==> src/core/stat_pkg.sv <==
/*
 * constants, field layout and carrier types for the chain-port frame statistics bank.
 * assumes one 20 MHz clock and frame event strobes from logic on that same clock.
 */
package stat_pkg;

    ////////////////////////////////////////////////////////////////////////
    // widths
    localparam int unsigned ADDR_W = 10;
    localparam int unsigned DATA_W = 8;
    localparam int unsigned CNT_W = 16;
    localparam int unsigned BYTE_W = 8;

    ////////////////////////////////////////////////////////////////////////
    // register offsets (byte registers, addressed directly)
    localparam logic [ADDR_W-1:0] OFF_UPPER_RX_VALID_CMD_COUNT_HIGH = 10'h275;
    localparam logic [ADDR_W-1:0] OFF_UPPER_RX_VALID_CMD_COUNT_LOW = 10'h276;
    localparam logic [ADDR_W-1:0] OFF_LOWER_RX_RESPONSE_COUNT_HIGH = 10'h277;
    localparam logic [ADDR_W-1:0] OFF_LOWER_RX_RESPONSE_COUNT_LOW = 10'h278;
    localparam logic [ADDR_W-1:0] OFF_UPPER_TX_FRAME_COUNT_HIGH = 10'h279;
    localparam logic [ADDR_W-1:0] OFF_UPPER_TX_FRAME_COUNT_LOW = 10'h27a;

    ////////////////////////////////////////////////////////////////////////
    // counter slots and values
    localparam int unsigned NUM_CNT = 3;
    localparam int unsigned CNT_CMD = 0;
    localparam int unsigned CNT_RESP = 1;
    localparam int unsigned CNT_TX = 2;
    localparam logic [CNT_W-1:0] CNT_MAX = 16'hffff;
    localparam logic [CNT_W-1:0] CNT_RESET = 16'h0000;
    localparam logic [CNT_W-1:0] CNT_ONE = 16'h0001;
    localparam logic [DATA_W-1:0] REG_RESET = 8'h00;
    localparam logic [DATA_W-1:0] UNMAPPED_READ = 8'h00;

    ////////////////////////////////////////////////////////////////////////
    // carriers
    typedef struct packed {
        logic rd;
        logic wr;
        logic [ADDR_W-1:0] addr;
        logic [DATA_W-1:0] wdata;
    } bus_req_t;

    typedef struct packed {
        logic cmd_frame;
        logic cmd_err;
        logic cmd_crc_ok;
        logic resp_frame;
        logic tx_frame;
    } frame_evt_t;

endpackage

==> src/core/sat_count16.sv <==
/*
 * 16-bit saturating event counter with synchronous restart.
 * assumes inc_i and restart_i come from logic on clk_i.
 */
`timescale 1ns/1ps

module sat_count16
(
    // clock and reset
    input wire logic clk_i,
    input wire logic rst_n_i,
    // control
    input wire logic inc_i,
    input wire logic restart_i,
    // count
    output logic [stat_pkg::CNT_W-1:0] count_o
);

    logic [stat_pkg::CNT_W-1:0] count_reg;
    logic [stat_pkg::CNT_W-1:0] count_next;

    ////////////////////////////////////////////////////////////////////////
    // an event in the restart cycle is kept, so restart lands on one
    always_comb
    begin
        count_next = count_reg;
        if (restart_i)
        begin
            count_next = inc_i ? stat_pkg::CNT_ONE : stat_pkg::CNT_RESET;
        end
        else if (inc_i && count_reg != stat_pkg::CNT_MAX)
        begin
            count_next = count_reg + stat_pkg::CNT_ONE;
        end
    end

    always_ff @(posedge clk_i or negedge rst_n_i)
    begin
        if (!rst_n_i)
        begin
            count_reg <= stat_pkg::CNT_RESET;
        end
        else
        begin
            count_reg <= count_next;
        end
    end

    assign count_o = count_reg;

endmodule // sat_count16

==> src/core/link_frame_stat_counters.sv <==
/*
 * read-only frame statistics for the two daisy-chain ports: live counters,
 * a snapshot bank latched on a command high-byte read, and the register read port.
 * assumes a plain strobe bus on clk_i and frame strobes on the same clock.
 */
// Local design decision: the plain strobed port.
`timescale 1ns/1ps

module link_frame_stat_counters
(
    // clock and reset
    input wire logic clk_i,
    input wire logic rst_n_i,
    // register port
    input wire stat_pkg::bus_req_t bus_i,
    output logic [stat_pkg::DATA_W-1:0] rd_data_o,
    // frame events from the chain ports
    input wire stat_pkg::frame_evt_t evt_i
);

    ////////////////////////////////////////////////////////////////////////
    // address decode

    function automatic logic hit(input logic [stat_pkg::ADDR_W-1:0] addr, input logic [stat_pkg::ADDR_W-1:0] off);
        hit = (addr == off);
    endfunction

    logic rd_cmd_high;
    logic rd_cmd_low;
    logic [stat_pkg::NUM_CNT-1:0] inc;
    logic [stat_pkg::NUM_CNT-1:0] restart;
    logic [stat_pkg::CNT_W-1:0] cnt [stat_pkg::NUM_CNT];

    // writes have no effect: every register here is read-only
    assign rd_cmd_high = bus_i.rd && hit(bus_i.addr, stat_pkg::OFF_UPPER_RX_VALID_CMD_COUNT_HIGH);
    assign rd_cmd_low = bus_i.rd && hit(bus_i.addr, stat_pkg::OFF_UPPER_RX_VALID_CMD_COUNT_LOW);

    ////////////////////////////////////////////////////////////////////////
    // live counters

    always_comb
    begin
        inc[stat_pkg::CNT_CMD] = evt_i.cmd_frame && !evt_i.cmd_err && evt_i.cmd_crc_ok;
        inc[stat_pkg::CNT_RESP] = evt_i.resp_frame;
        inc[stat_pkg::CNT_TX] = evt_i.tx_frame;
        restart = {stat_pkg::NUM_CNT{rd_cmd_high}};
        restart[stat_pkg::CNT_CMD] = rd_cmd_high || rd_cmd_low;
    end

    genvar gi;
    generate
        for (gi = 0; gi < stat_pkg::NUM_CNT; gi++)
        begin : g_cnt
            sat_count16 u_cnt
            (
                .clk_i(clk_i),
                .rst_n_i(rst_n_i),
                .inc_i(inc[gi]),
                .restart_i(restart[gi]),
                .count_o(cnt[gi])
            );
        end
    endgenerate

    ////////////////////////////////////////////////////////////////////////
    // snapshot bank: one command high-byte read freezes all three; a command low-byte read also restarts the command count alone

    logic [stat_pkg::CNT_W-1:0] snap_reg [stat_pkg::NUM_CNT];
    logic [stat_pkg::CNT_W-1:0] snap_next [stat_pkg::NUM_CNT];

    always_comb
    begin
        for (int i = 0; i < stat_pkg::NUM_CNT; i++)
        begin
            snap_next[i] = rd_cmd_high ? cnt[i] : snap_reg[i];
        end
        if (rd_cmd_low)
        begin
            snap_next[stat_pkg::CNT_CMD][stat_pkg::BYTE_W-1:0] = stat_pkg::REG_RESET;
        end
    end

    always_ff @(posedge clk_i or negedge rst_n_i)
    begin
        if (!rst_n_i)
        begin
            for (int i = 0; i < stat_pkg::NUM_CNT; i++)
            begin
                snap_reg[i] <= stat_pkg::CNT_RESET;
            end
        end
        else
        begin
            for (int i = 0; i < stat_pkg::NUM_CNT; i++)
            begin
                snap_reg[i] <= snap_next[i];
            end
        end
    end

    ////////////////////////////////////////////////////////////////////////
    // read data, valid only in the cycle after the strobe

    logic [stat_pkg::DATA_W-1:0] rd_data_reg;
    logic [stat_pkg::DATA_W-1:0] rd_data_next;

    always_comb
    begin
        rd_data_next = stat_pkg::UNMAPPED_READ;
        if (bus_i.rd)
        begin
            unique case (bus_i.addr)
                // high byte read shows the fresh latch, not the stale one
                stat_pkg::OFF_UPPER_RX_VALID_CMD_COUNT_HIGH:
                    rd_data_next = cnt[stat_pkg::CNT_CMD][stat_pkg::CNT_W-1:stat_pkg::BYTE_W];
                stat_pkg::OFF_UPPER_RX_VALID_CMD_COUNT_LOW:
                    rd_data_next = snap_reg[stat_pkg::CNT_CMD][stat_pkg::BYTE_W-1:0];
                stat_pkg::OFF_LOWER_RX_RESPONSE_COUNT_HIGH:
                    rd_data_next = snap_reg[stat_pkg::CNT_RESP][stat_pkg::CNT_W-1:stat_pkg::BYTE_W];
                stat_pkg::OFF_LOWER_RX_RESPONSE_COUNT_LOW:
                    rd_data_next = snap_reg[stat_pkg::CNT_RESP][stat_pkg::BYTE_W-1:0];
                stat_pkg::OFF_UPPER_TX_FRAME_COUNT_HIGH:
                    rd_data_next = snap_reg[stat_pkg::CNT_TX][stat_pkg::CNT_W-1:stat_pkg::BYTE_W];
                stat_pkg::OFF_UPPER_TX_FRAME_COUNT_LOW:
                    rd_data_next = snap_reg[stat_pkg::CNT_TX][stat_pkg::BYTE_W-1:0];
                default:
                    rd_data_next = stat_pkg::UNMAPPED_READ;
            endcase
        end
    end

    always_ff @(posedge clk_i or negedge rst_n_i)
    begin
        if (!rst_n_i)
        begin
            rd_data_reg <= stat_pkg::REG_RESET;
        end
        else
        begin
            rd_data_reg <= rd_data_next;
        end
    end

    assign rd_data_o = rd_data_reg;
endmodule // link_frame_stat_counters

==> config.mk <==
export PLATFORM = sky130hd
export DESIGN_NAME = link_frame_stat_counters
export DESIGN_NICKNAME = d
export VERILOG_FILES = /design/src/core/stat_pkg.sv /design/src/core/sat_count16.sv /design/src/core/link_frame_stat_counters.sv
export SDC_FILE = /design/constraint.sdc
export NUM_CORES = 1
export LEC_CHECK = 0
export ABC_AREA = 1
export BUFFER_PORTS_ARGS = -buffer_cell sky130_fd_sc_hd__buf_2
export CAP_MARGIN = 40
export CELL_PAD_IN_SITES_DETAIL_PLACEMENT = 1
export CELL_PAD_IN_SITES_GLOBAL_PLACEMENT = 1
export CORE_MARGIN = 1.5
export CORE_UTILIZATION = 45
export CTS_CLUSTER_DIAMETER = 100
export DETAILED_ROUTE_END_ITERATION = 16
export PLACE_DENSITY = 0.88
export SLEW_MARGIN = 40
export SYNTH_ARGS = -nofsm -noshare
export SYNTH_HDL_FRONTEND = slang
export SYNTH_SLANG_ARGS = --single-unit
==> constraint.sdc <==
create_clock -name clk_i -period 2.1 [get_ports clk_i]
set_clock_uncertainty 0.1 [all_clocks]
set_input_delay 0.42 -clock clk_i [delete_from_list [all_inputs] [get_ports clk_i]]
set_output_delay 0.42 -clock clk_i [all_outputs]
set_load 0.005 [all_outputs]
==> results of run 1 <==
[placed cells by master (no fill, tap or decap), types with 6 or more instances in the layout]
cell type  instances
nand4_1           37
nor3_1             6
nand2_1          217
dfrtp_1           96
clkbuf_16          9
nor2_1            70
buf_2             24
o21ai_0           56
inv_1             68
xor2_1            28
a21oi_1           12
nand3_1           71
buf_4             33
[path summary, 6_finish.rpt]
path | start | endpoint | slack (ps) | depth (start not counted)
worst max-delay path | g_cnt[2].u_cnt.count_o[1] | g_cnt[2].u_cnt.count_o[7] | 120 | 7
worst min-delay path | evt_i[1] | g_cnt[1].u_cnt.count_o[0] | 300 | 3
worst max register to register | g_cnt[2].u_cnt.count_o[1] | g_cnt[2].u_cnt.count_o[7] | 120 | 7
worst min register to register | snap_reg[37] | snap_reg[37] | 400 | 2
max in group asynchronous | rst_n_i | snap_reg[39] | 820 | 3
min in group asynchronous | rst_n_i | g_cnt[0].u_cnt.count_o[12] | 440 | 2
[stage by stage]
step	hold slack, ps	setup TNS (ps)	utilization	area [sq um]
final	295.2	0	0.5314	6042
after global routing	303.3	0	0.5314	6042
after CTS	280.0	0	0.5297	6022
after detailed placement	280.0	-1503	0.5002	5687
after global placement	271.0	-19.65	0.4999	5684
after floorplan	24.41	0	-	5226
[worst register-to-register path, cell delays in order (launching register included)]
cell and delay (ps):
dfrtp_1 390, ha_1 190, nand3_1 120, inv_1 110, nand2_1 100, o21ai_2 180, nand2_1 270, o21ai_0 400
[layer usage]
metal	global-route usage	part of all wire	up-vias
met5	0	0	-
met4	0.1197	0.027	0
met1	0.3734	0.44	2579
met2	0.4790	0.49	128
met3	0.04921	0.045	36
li1	-	-	2365
[repair_timing]
item                                    in CTS  in global routing
pin swaps                                    0                  1
buffers inserted                             0                  1
gates resized for setup                      1                  0
cloned                                       0                  0
endpoints found under the setup margin       1                 12
hold buffers                                 1                  0
hold endpoints to repair                    24                  0
[final cells by class]
class | count | area (sq um) | share of cell area
clock buffers | 9 | 225.2 | 0.03727
clock inverters | 7 | 95.09 | 0.01574
inverters | 70 | 262.8 | 0.04349
multi-input cells | 517 | 2460 | 0.4071
flip-flops and latches | 96 | 2402 | 0.3976
well taps | 143 | 178.9 | 0.02961
repair buffers | 60 | 417.9 | 0.06917
[power by group through the flow]
stage	clock [mW]	combinational (mW)	sequential, mW
floorplan	0	0.462	2.19
global placement	0	0.659	2.23
detailed placement	0	0.729	2.25
CTS	1.85	0.750	2.22
global route	1.92	0.840	2.25
finish	1.82	0.754	2.22
[kinds of logic (layout without fill, tap and decap cells)]
| kind of cell | after synthesis | in the layout | synth area share |
|---|---|---|---|
| AND/OR/NAND/NOR | 410 | 410 | 0.3359 |
| flip-flops | 96 | 96 | 0.4597 |
| buffers and inverters | 93 | 146 | 0.07158 |
| AO/OA/AOI/OAI | 74 | 74 | 0.07541 |
| XOR/XNOR | 30 | 30 | 0.05028 |
| adder cells (fa/ha/maj) | 3 | 3 | 0.007183 |
==> summary.txt, run 1 <==
RUN STATUS
---------------------------------------------------------------------------------------
Status                                                                     finished clean

DRT
---------------------------------------------------------------------------------------
Aggregate routed wire length                                                   16600 um
Post-DR vias/cell                                                                 5.663
Post-DRT Antenna Nets                                                                 0
Number of violations reported at the end of detailed-routing iteration 0            338
Number of iterations in the first detailed-routing pass                               5
Number of vias in the routed layout                                                5108
DRC errors left                                                                       0
Detail-routed net length per standard cell                                     18.40 um

FLOORPLANNING
---------------------------------------------------------------------------------------
Die area                                                                    12270 sq um
Die outline width                                                              110.8 um
Count of pins on the block boundary                                                  35
Area inside the core boundary                                               11370 sq um
Initial Util                                                                     0.4597
Y dimension of the die                                                         110.8 um
Cell Rows                                                                            39

CLOCKING
---------------------------------------------------------------------------------------
H-tree depth                                                                          3
Skew-Pair Late Insertion Delay                                                   360 ps
Clock tree from TritonCTS                                                           yes
Clock-pin slew of the registers on the worst-case setup and hold paths            70 ps
Clock root buffer master                                                      clkbuf_16
Number of buffers created by CTS                                                      9
Number of clock sinks                                                                96
Maximum count of clock buffers along a single path                                    2

CRITICAL PATH
---------------------------------------------------------------------------------------
Family with the most delay on the worst path                               compound AO/OA/AOI/OAI gates
Delay contributed by the slowest stage of the critical path                      400 ps
Total buffers and inverters traversed by the critical path                            1
Worst path required time                                                        2240 ps
CP Class                                                                   flip-flop to flip-flop
Setup crit start kind                                                         flip-flop
CP endpoint kind                                                              flip-flop
Crit path max-delay cell type                                                   o21ai_0
Worst Path Arrival                                                              2120 ps
Most frequent cell on the critical path                                         nand2_1
Cells traversed along the worst timing path                                ha_1, nand3_1, inv_1, nand2_1, o21ai_2, nand2_1, o21ai_0
Maximum fanout encountered on the critical timing path                               11

TIMING
---------------------------------------------------------------------------------------
Count of final max-slew check failures                                                0
Min setup slack post-route                                                     115.4 ps
Total setup violations reported at the end of the flow                                0
Crit path time final                                                            1985 ps
Final worst path period share                                                    0.9450
Final hold vios                                                                       0
Headroom to the max-slew limit                                                   0.6436
Fmax                                                                         0.5039 GHz
Measured slew at the worst slew-check pin                                      532.6 ps
RSZ-0062 raised after global routing                                                 no

SYNTH
---------------------------------------------------------------------------------------
Cell with the most instances after synthesis                                    nand2_1
Fraction of post-synthesis cell area in the top cell type by area                0.4597
Main synth FF type                                                              dfrtp_1
Async set or reset register ratio after synthesis                                 1.000
Top cells by area in the synthesized netlist                               dfrtp_1 46%, nand2_1 16%, nand3_1 6.8%, o21ai_0 5.4%, nor2_1 5.1%
Post-synthesis instance total                                                       706
Synth Net Count                                                                     736
Count of flip-flops with a built-in enable after synthesis                            0
Part of the Yosys area used for sequential elements                              0.4597
Post-synth design cell area                                                  5226 sq um
Unique masters post-synth                                                            26
Average cell area after synthesis                                           7.403 sq um
Post-synth top cells                                                       218 x nand2_1, 96 x dfrtp_1, 71 x nand3_1, 71 x nor2_1, 68 x inv_1
Synthesized flop and latch total                                                     96
Post-synthesis cell type with the largest combined area                         dfrtp_1
Yosys warns                                                                           0

FINISH
---------------------------------------------------------------------------------------
Number of fill cells                                                               1439
Net count reported at finish                                                        784
Antenna Diode Count                                                                   0
Non-filler cells in the finished layout                                             902
Flip-flop count of the largest register, all copies and words added                  48
Fraction of final layout cells sized beyond drive strength 1                     0.1173
Layout Area Growth over Synthesis                                                15.61%

PLACE
---------------------------------------------------------------------------------------
DP Worst Slack                                                                -153.4 ps
I/O Buffers                                                                          25
Number of cells in the design after placement                                       884
Global placement routability congestion                                          0.8900
Hpwl dp                                                                        11890 um

HOLD PATH
---------------------------------------------------------------------------------------
Path type of the worst min-delay path                                      primary input to flip-flop

GLOBAL ROUTE
---------------------------------------------------------------------------------------
Vias in the first global route                                                     5597
Global-route wire length before repair                                         28080 um
Total routing usage reported by global routing                                   0.2881
Final global-route overflow total                                                     0
Largest net degree at the start of global routing                                    41
Antenna violations before repair                                                      0

POWER AND IR DROP
---------------------------------------------------------------------------------------
Switching power summed over all nets                                           1.471 mW
Proportion of total power due to net switching                                   0.3067
Relative contribution of sequential cells to total power                          0.463
Power consumption                                                              4.797 mW
Leakage dissipation                                                            3.010 nW
Logic pwr share                                                                   0.157
Peak supply drop                                                               569.7 uV
Total power per unit cell area                                             794.0 nW/um^2
Clock share of power                                                              0.380
Cell internal power dissipation                                                3.326 mW

RUN
---------------------------------------------------------------------------------------
Number of max-capacitance violations reported                                         0

Note: power is estimated with default switching activity, not from simulation.
==> run 2, diff against run 1 <==
--- a/config.mk
+++ b/config.mk
@@ -5,13 +5,12 @@
 export SDC_FILE = /design/constraint.sdc
 export NUM_CORES = 1
 export LEC_CHECK = 0
-export ABC_AREA = 1
 export BUFFER_PORTS_ARGS = -buffer_cell sky130_fd_sc_hd__buf_2
 export CAP_MARGIN = 40
 export CELL_PAD_IN_SITES_DETAIL_PLACEMENT = 1
 export CELL_PAD_IN_SITES_GLOBAL_PLACEMENT = 1
 export CORE_MARGIN = 1.5
-export CORE_UTILIZATION = 45
+export CORE_UTILIZATION = 47
 export CTS_CLUSTER_DIAMETER = 100
 export DETAILED_ROUTE_END_ITERATION = 16
 export PLACE_DENSITY = 0.88
==> summary.txt, run 2 <==
GLOBAL ROUTE
---------------------------------------------------------------------------------------
Global-route wire length before repair                                         23710 um   -16%
Final global-route overflow total                                                     0   unchanged
Antenna violations before repair                                                      0   unchanged
Vias in the first global route                                                     4574   -18%
Total routing usage reported by global routing                                   0.2721   -0.01603
Largest net degree at the start of global routing                                    55   +34%

SYNTH
---------------------------------------------------------------------------------------
Largest family of logic cells by synthesized area                          simple AND/OR/NAND/NOR gates
Post-synthesis instance total                                                       521   -26%
Synth Net Count                                                                     551   -25%
Top cells by area in the synthesized netlist                               dfrtp_1 49%, nand2_1 9.1%, a21oi_1 3.3%, mux2i_1 2.9%, o31ai_1 2.8%
Unique masters post-synth                                                            56   +120%
Post-synthesis adder-cell area fraction                                        0.007682   +0.0005003
Fraction of synthesized cell area in xor and xnor cells                        0.001793   -0.04848
Multiplexer share of the synthesized area                                       0.03329   +0.03329
Part of the Yosys area used for sequential elements                              0.4917   +0.03202
Area fraction in and, or, nand and nor cells after synthesis                     0.2648   -0.07110
Main synth FF type                                                              dfrtp_1
Complex-gate fraction of the synthesized area                                    0.1711   +0.09565
Async set or reset register ratio after synthesis                                 1.000   unchanged
Average cell area after synthesis                                           9.378 sq um   +27%
Post-synth top cells                                                       119 x nand2_1, 96 x dfrtp_1, 32 x a21oi_1, 21 x o21ai_0
Post-synthesis cell type with the largest combined area                         dfrtp_1
Cell with the most instances after synthesis                                    nand2_1
Count of flip-flops with a built-in enable after synthesis                            0   unchanged
Yosys warns                                                                           0   unchanged
Synthesized flop and latch total                                                     96   unchanged
Fraction of post-synthesis cell area in the top cell type by area                0.4917   +0.03202
Post-synth design cell area                                                  4886 sq um   -6.5%

TIMING
---------------------------------------------------------------------------------------
RSZ-0062 raised after global routing                                                 no
Crit path time final                                                            2040 ps   +55.49 ps
Headroom to the max-slew limit                                                   0.5665   -0.07715
Fmax                                                                         0.4902 GHz   -2.7%
Total setup violations reported at the end of the flow                                0   unchanged
Measured slew at the worst slew-check pin                                      648.9 ps   +116.3 ps
Setup TNS                                                                          0 ps   unchanged
Count of final max-slew check failures                                                0   unchanged
Final hold vios                                                                       0   unchanged
Worst slack on hold paths                                                      258.6 ps   -36.52 ps
Final worst path period share                                                    0.9715   +0.02642

CRITICAL PATH
---------------------------------------------------------------------------------------
CP endpoint kind                                                              flip-flop
CP Class                                                                   flip-flop to flip-flop
Worst path required time                                                        2310 ps   +70 ps
Maximum fanout encountered on the critical timing path                                4   -7
Total buffers and inverters traversed by the critical path                            0   -1
Worst Path Arrival                                                              2250 ps   +130 ps
Family with the most delay on the worst path                               simple AND/OR/NAND/NOR gates
Delay contributed by the slowest stage of the critical path                      450 ps   +50 ps
Crit path max-delay cell type                                                   dfrtp_1
Cells traversed along the worst timing path                                ha_4, and3_2, a2111o_1, or3_1, a21oi_1
Setup crit start kind                                                         flip-flop

POWER AND IR DROP
---------------------------------------------------------------------------------------
Switching power summed over all nets                                           1.204 mW   -18%
Cell internal power dissipation                                                3.036 mW   -8.7%
Leakage dissipation                                                            2.500 nW   -17%
Total power per unit cell area                                             757.3 nW/um^2   -4.6%
Relative contribution of sequential cells to total power                          0.530   +0.067
Proportion of total power due to net switching                                   0.2839   -0.02276
Clock share of power                                                              0.349   -0.031
Power consumption                                                              4.239 mW   -12%
Peak supply drop                                                               361.8 uV   -36%
Logic pwr share                                                                   0.121   -0.036

CLOCKING
---------------------------------------------------------------------------------------
Clock root buffer master                                                       clkbuf_8
Clock tree from TritonCTS                                                           yes
Clock-pin slew of the registers on the worst-case setup and hold paths            90 ps   +20 ps
Number of buffers created by CTS                                                      9   unchanged
Maximum count of clock buffers along a single path                                    2   unchanged
Skew-Pair Late Insertion Delay                                                   390 ps   +30 ps
H-tree depth                                                                          3   unchanged
Number of clock sinks                                                                96   unchanged

FINISH
---------------------------------------------------------------------------------------
Layout Area Growth over Synthesis                                                14.57%
Most frequent standard cell in the layout excluding fill and tap cells          nand2_1
Net count reported at finish                                                        585   -25%
Fraction of final layout cells sized beyond drive strength 1                     0.1503   +0.03301
Flip-flop count of the largest register, all copies and words added                  48   unchanged
Area taken by flip-flops and latches                                         2404 sq um   about the same
Post-layout util                                                                 0.5496   +0.01821
Number of fill cells                                                               1167   -19%
Leading cell types in the layout, fill and taps excluded                   119 x nand2_1, 95 x dfrtp_1, 32 x a21oi_1
Antenna Diode Count                                                                   0   unchanged
Multi-input combinational cell area                                          2375 sq um   -3.5%
Non-filler cells in the finished layout                                             695   -23%

HOLD PATH
---------------------------------------------------------------------------------------
Path type of the worst min-delay path                                      primary input to flip-flop

FLOORPLANNING
---------------------------------------------------------------------------------------
Count of pins on the block boundary                                                  35   unchanged
Cell Rows                                                                            37   -5.1%
Area inside the core boundary                                               10180 sq um   -10%
Die outline width                                                              105.0 um   -5.2%
Die area                                                                    11020 sq um   -10%
Initial Util                                                                     0.4797   +0.02006
Y dimension of the die                                                         105.0 um   -5.2%

DRT
---------------------------------------------------------------------------------------
DRC errors left                                                                       0   unchanged
Post-DRT Antenna Nets                                                                 0   unchanged
Detail-routed net length per standard cell                                     20.00 um   +8.7%
Post-DR vias/cell                                                                 6.302   +11%
Number of vias in the routed layout                                                4380   -14%
Number of iterations in the first detailed-routing pass                               4   -1
Number of violations reported at the end of detailed-routing iteration 0            213   -37%
Aggregate routed wire length                                                   13900 um   -16%

PLACE
---------------------------------------------------------------------------------------
Hpwl dp                                                                         9796 um   -18%
Number of cells in the design after placement                                       678   -23%
Global placement routability congestion                                          0.8317   -6.6%
I/O Buffers                                                                          25   unchanged

RUN STATUS
---------------------------------------------------------------------------------------
Status                                                                     finished clean

RUN
---------------------------------------------------------------------------------------
Number of max-capacitance violations reported                                         0   unchanged

## run 2: cell types whose count changed after synthesis, moves of 11 or more
cell	delta
nand4_1	-19
or3_1	+11
xor2_1	-27
nand2_1	-99
nand3_1	-56
or4_1	+17
o21ai_0	-35
a21oi_1	+20
mux2i_1	+14
a22o_1	+12
nor2_1	-57
inv_1	-61
o31ai_1	+18
## run 2: worst paths after layout
kind | from | to | slack, ps | cells after the start
max | g_cnt[2].u_cnt.count_o[1] | g_cnt[2].u_cnt.count_o[13] | 60 | 5
min | evt_i[1] | g_cnt[1].u_cnt.count_o[0] | 260 | 3
max reg2reg | g_cnt[2].u_cnt.count_o[1] | g_cnt[2].u_cnt.count_o[13] | 60 | 5
min reg2reg | snap_reg[20] | snap_reg[20] | 390 | 2
max in group asynchronous | rst_n_i | g_cnt[0].u_cnt.count_o[13] | 920 | 3
min in group asynchronous | rst_n_i | g_cnt[2].u_cnt.count_o[10] | 350 | 2
## run 2: timing repair
action                                 4_1_cts  5_1_grt
setup endpoints to repair                    6        8
endpoints found under the hold margin       16        0
hold buffers                                 1        0
pin swaps                                    1        2
buffers inserted                             0        1
resized for setup                            3        4
## run 2: logic make-up after synthesis
group / after synthesis
AOI/OAI and AO/OA: 123
xor gates and xnor gates: 1
adders and majority gates: 3
buffers and inverters: 34
DFF: 96
muxes: 16
and+or+nand+nor: 248
## run 2: cell type report
class,instances,area share
clock buffers,10,0.02459
clock inverters,5,0.01878
inverters,7,0.004694
multi-input cells,391,0.4242
flip-flops and latches,96,0.4294
well taps,136,0.03040
repair buffers,50,0.06795
## run 2: metrics by stage
stage | setup slack [ps] | instance area (sq um)
final | 59.92 | 5598
after global routing | 2.075 | 5598
after CTS | 12.77 | 5568
after detailed placement | -38.29 | 5301
after global placement | 110.9 | 5301
after floorplan | 75.30 | 4886
## run 2: per-layer routing
layer	global-route usage	part of all wire	vias up
li1	-	-	2007
met1	0.3505	0.43	2225
met2	0.4528	0.49	120
met3	0.06176	0.049	28
met4	0.09002	0.022	0
met5	0	0	-
## run 2: power by group through the flow
stage / clock, mW / sequential, mW / combinational, mW
after detailed placement: 0 / 2.27 / 0.467
after CTS: 1.51 / 2.24 / 0.493
final: 1.48 / 2.25 / 0.514
after floorplan: 0 / 2.17 / 0.317
after global placement: 0 / 2.24 / 0.417
after global routing: 1.58 / 2.27 / 0.581
## run 2: worst min-delay path: stages
cell and delay [ps]:
buf_2 140, nand2_1 60, o211ai_1 80
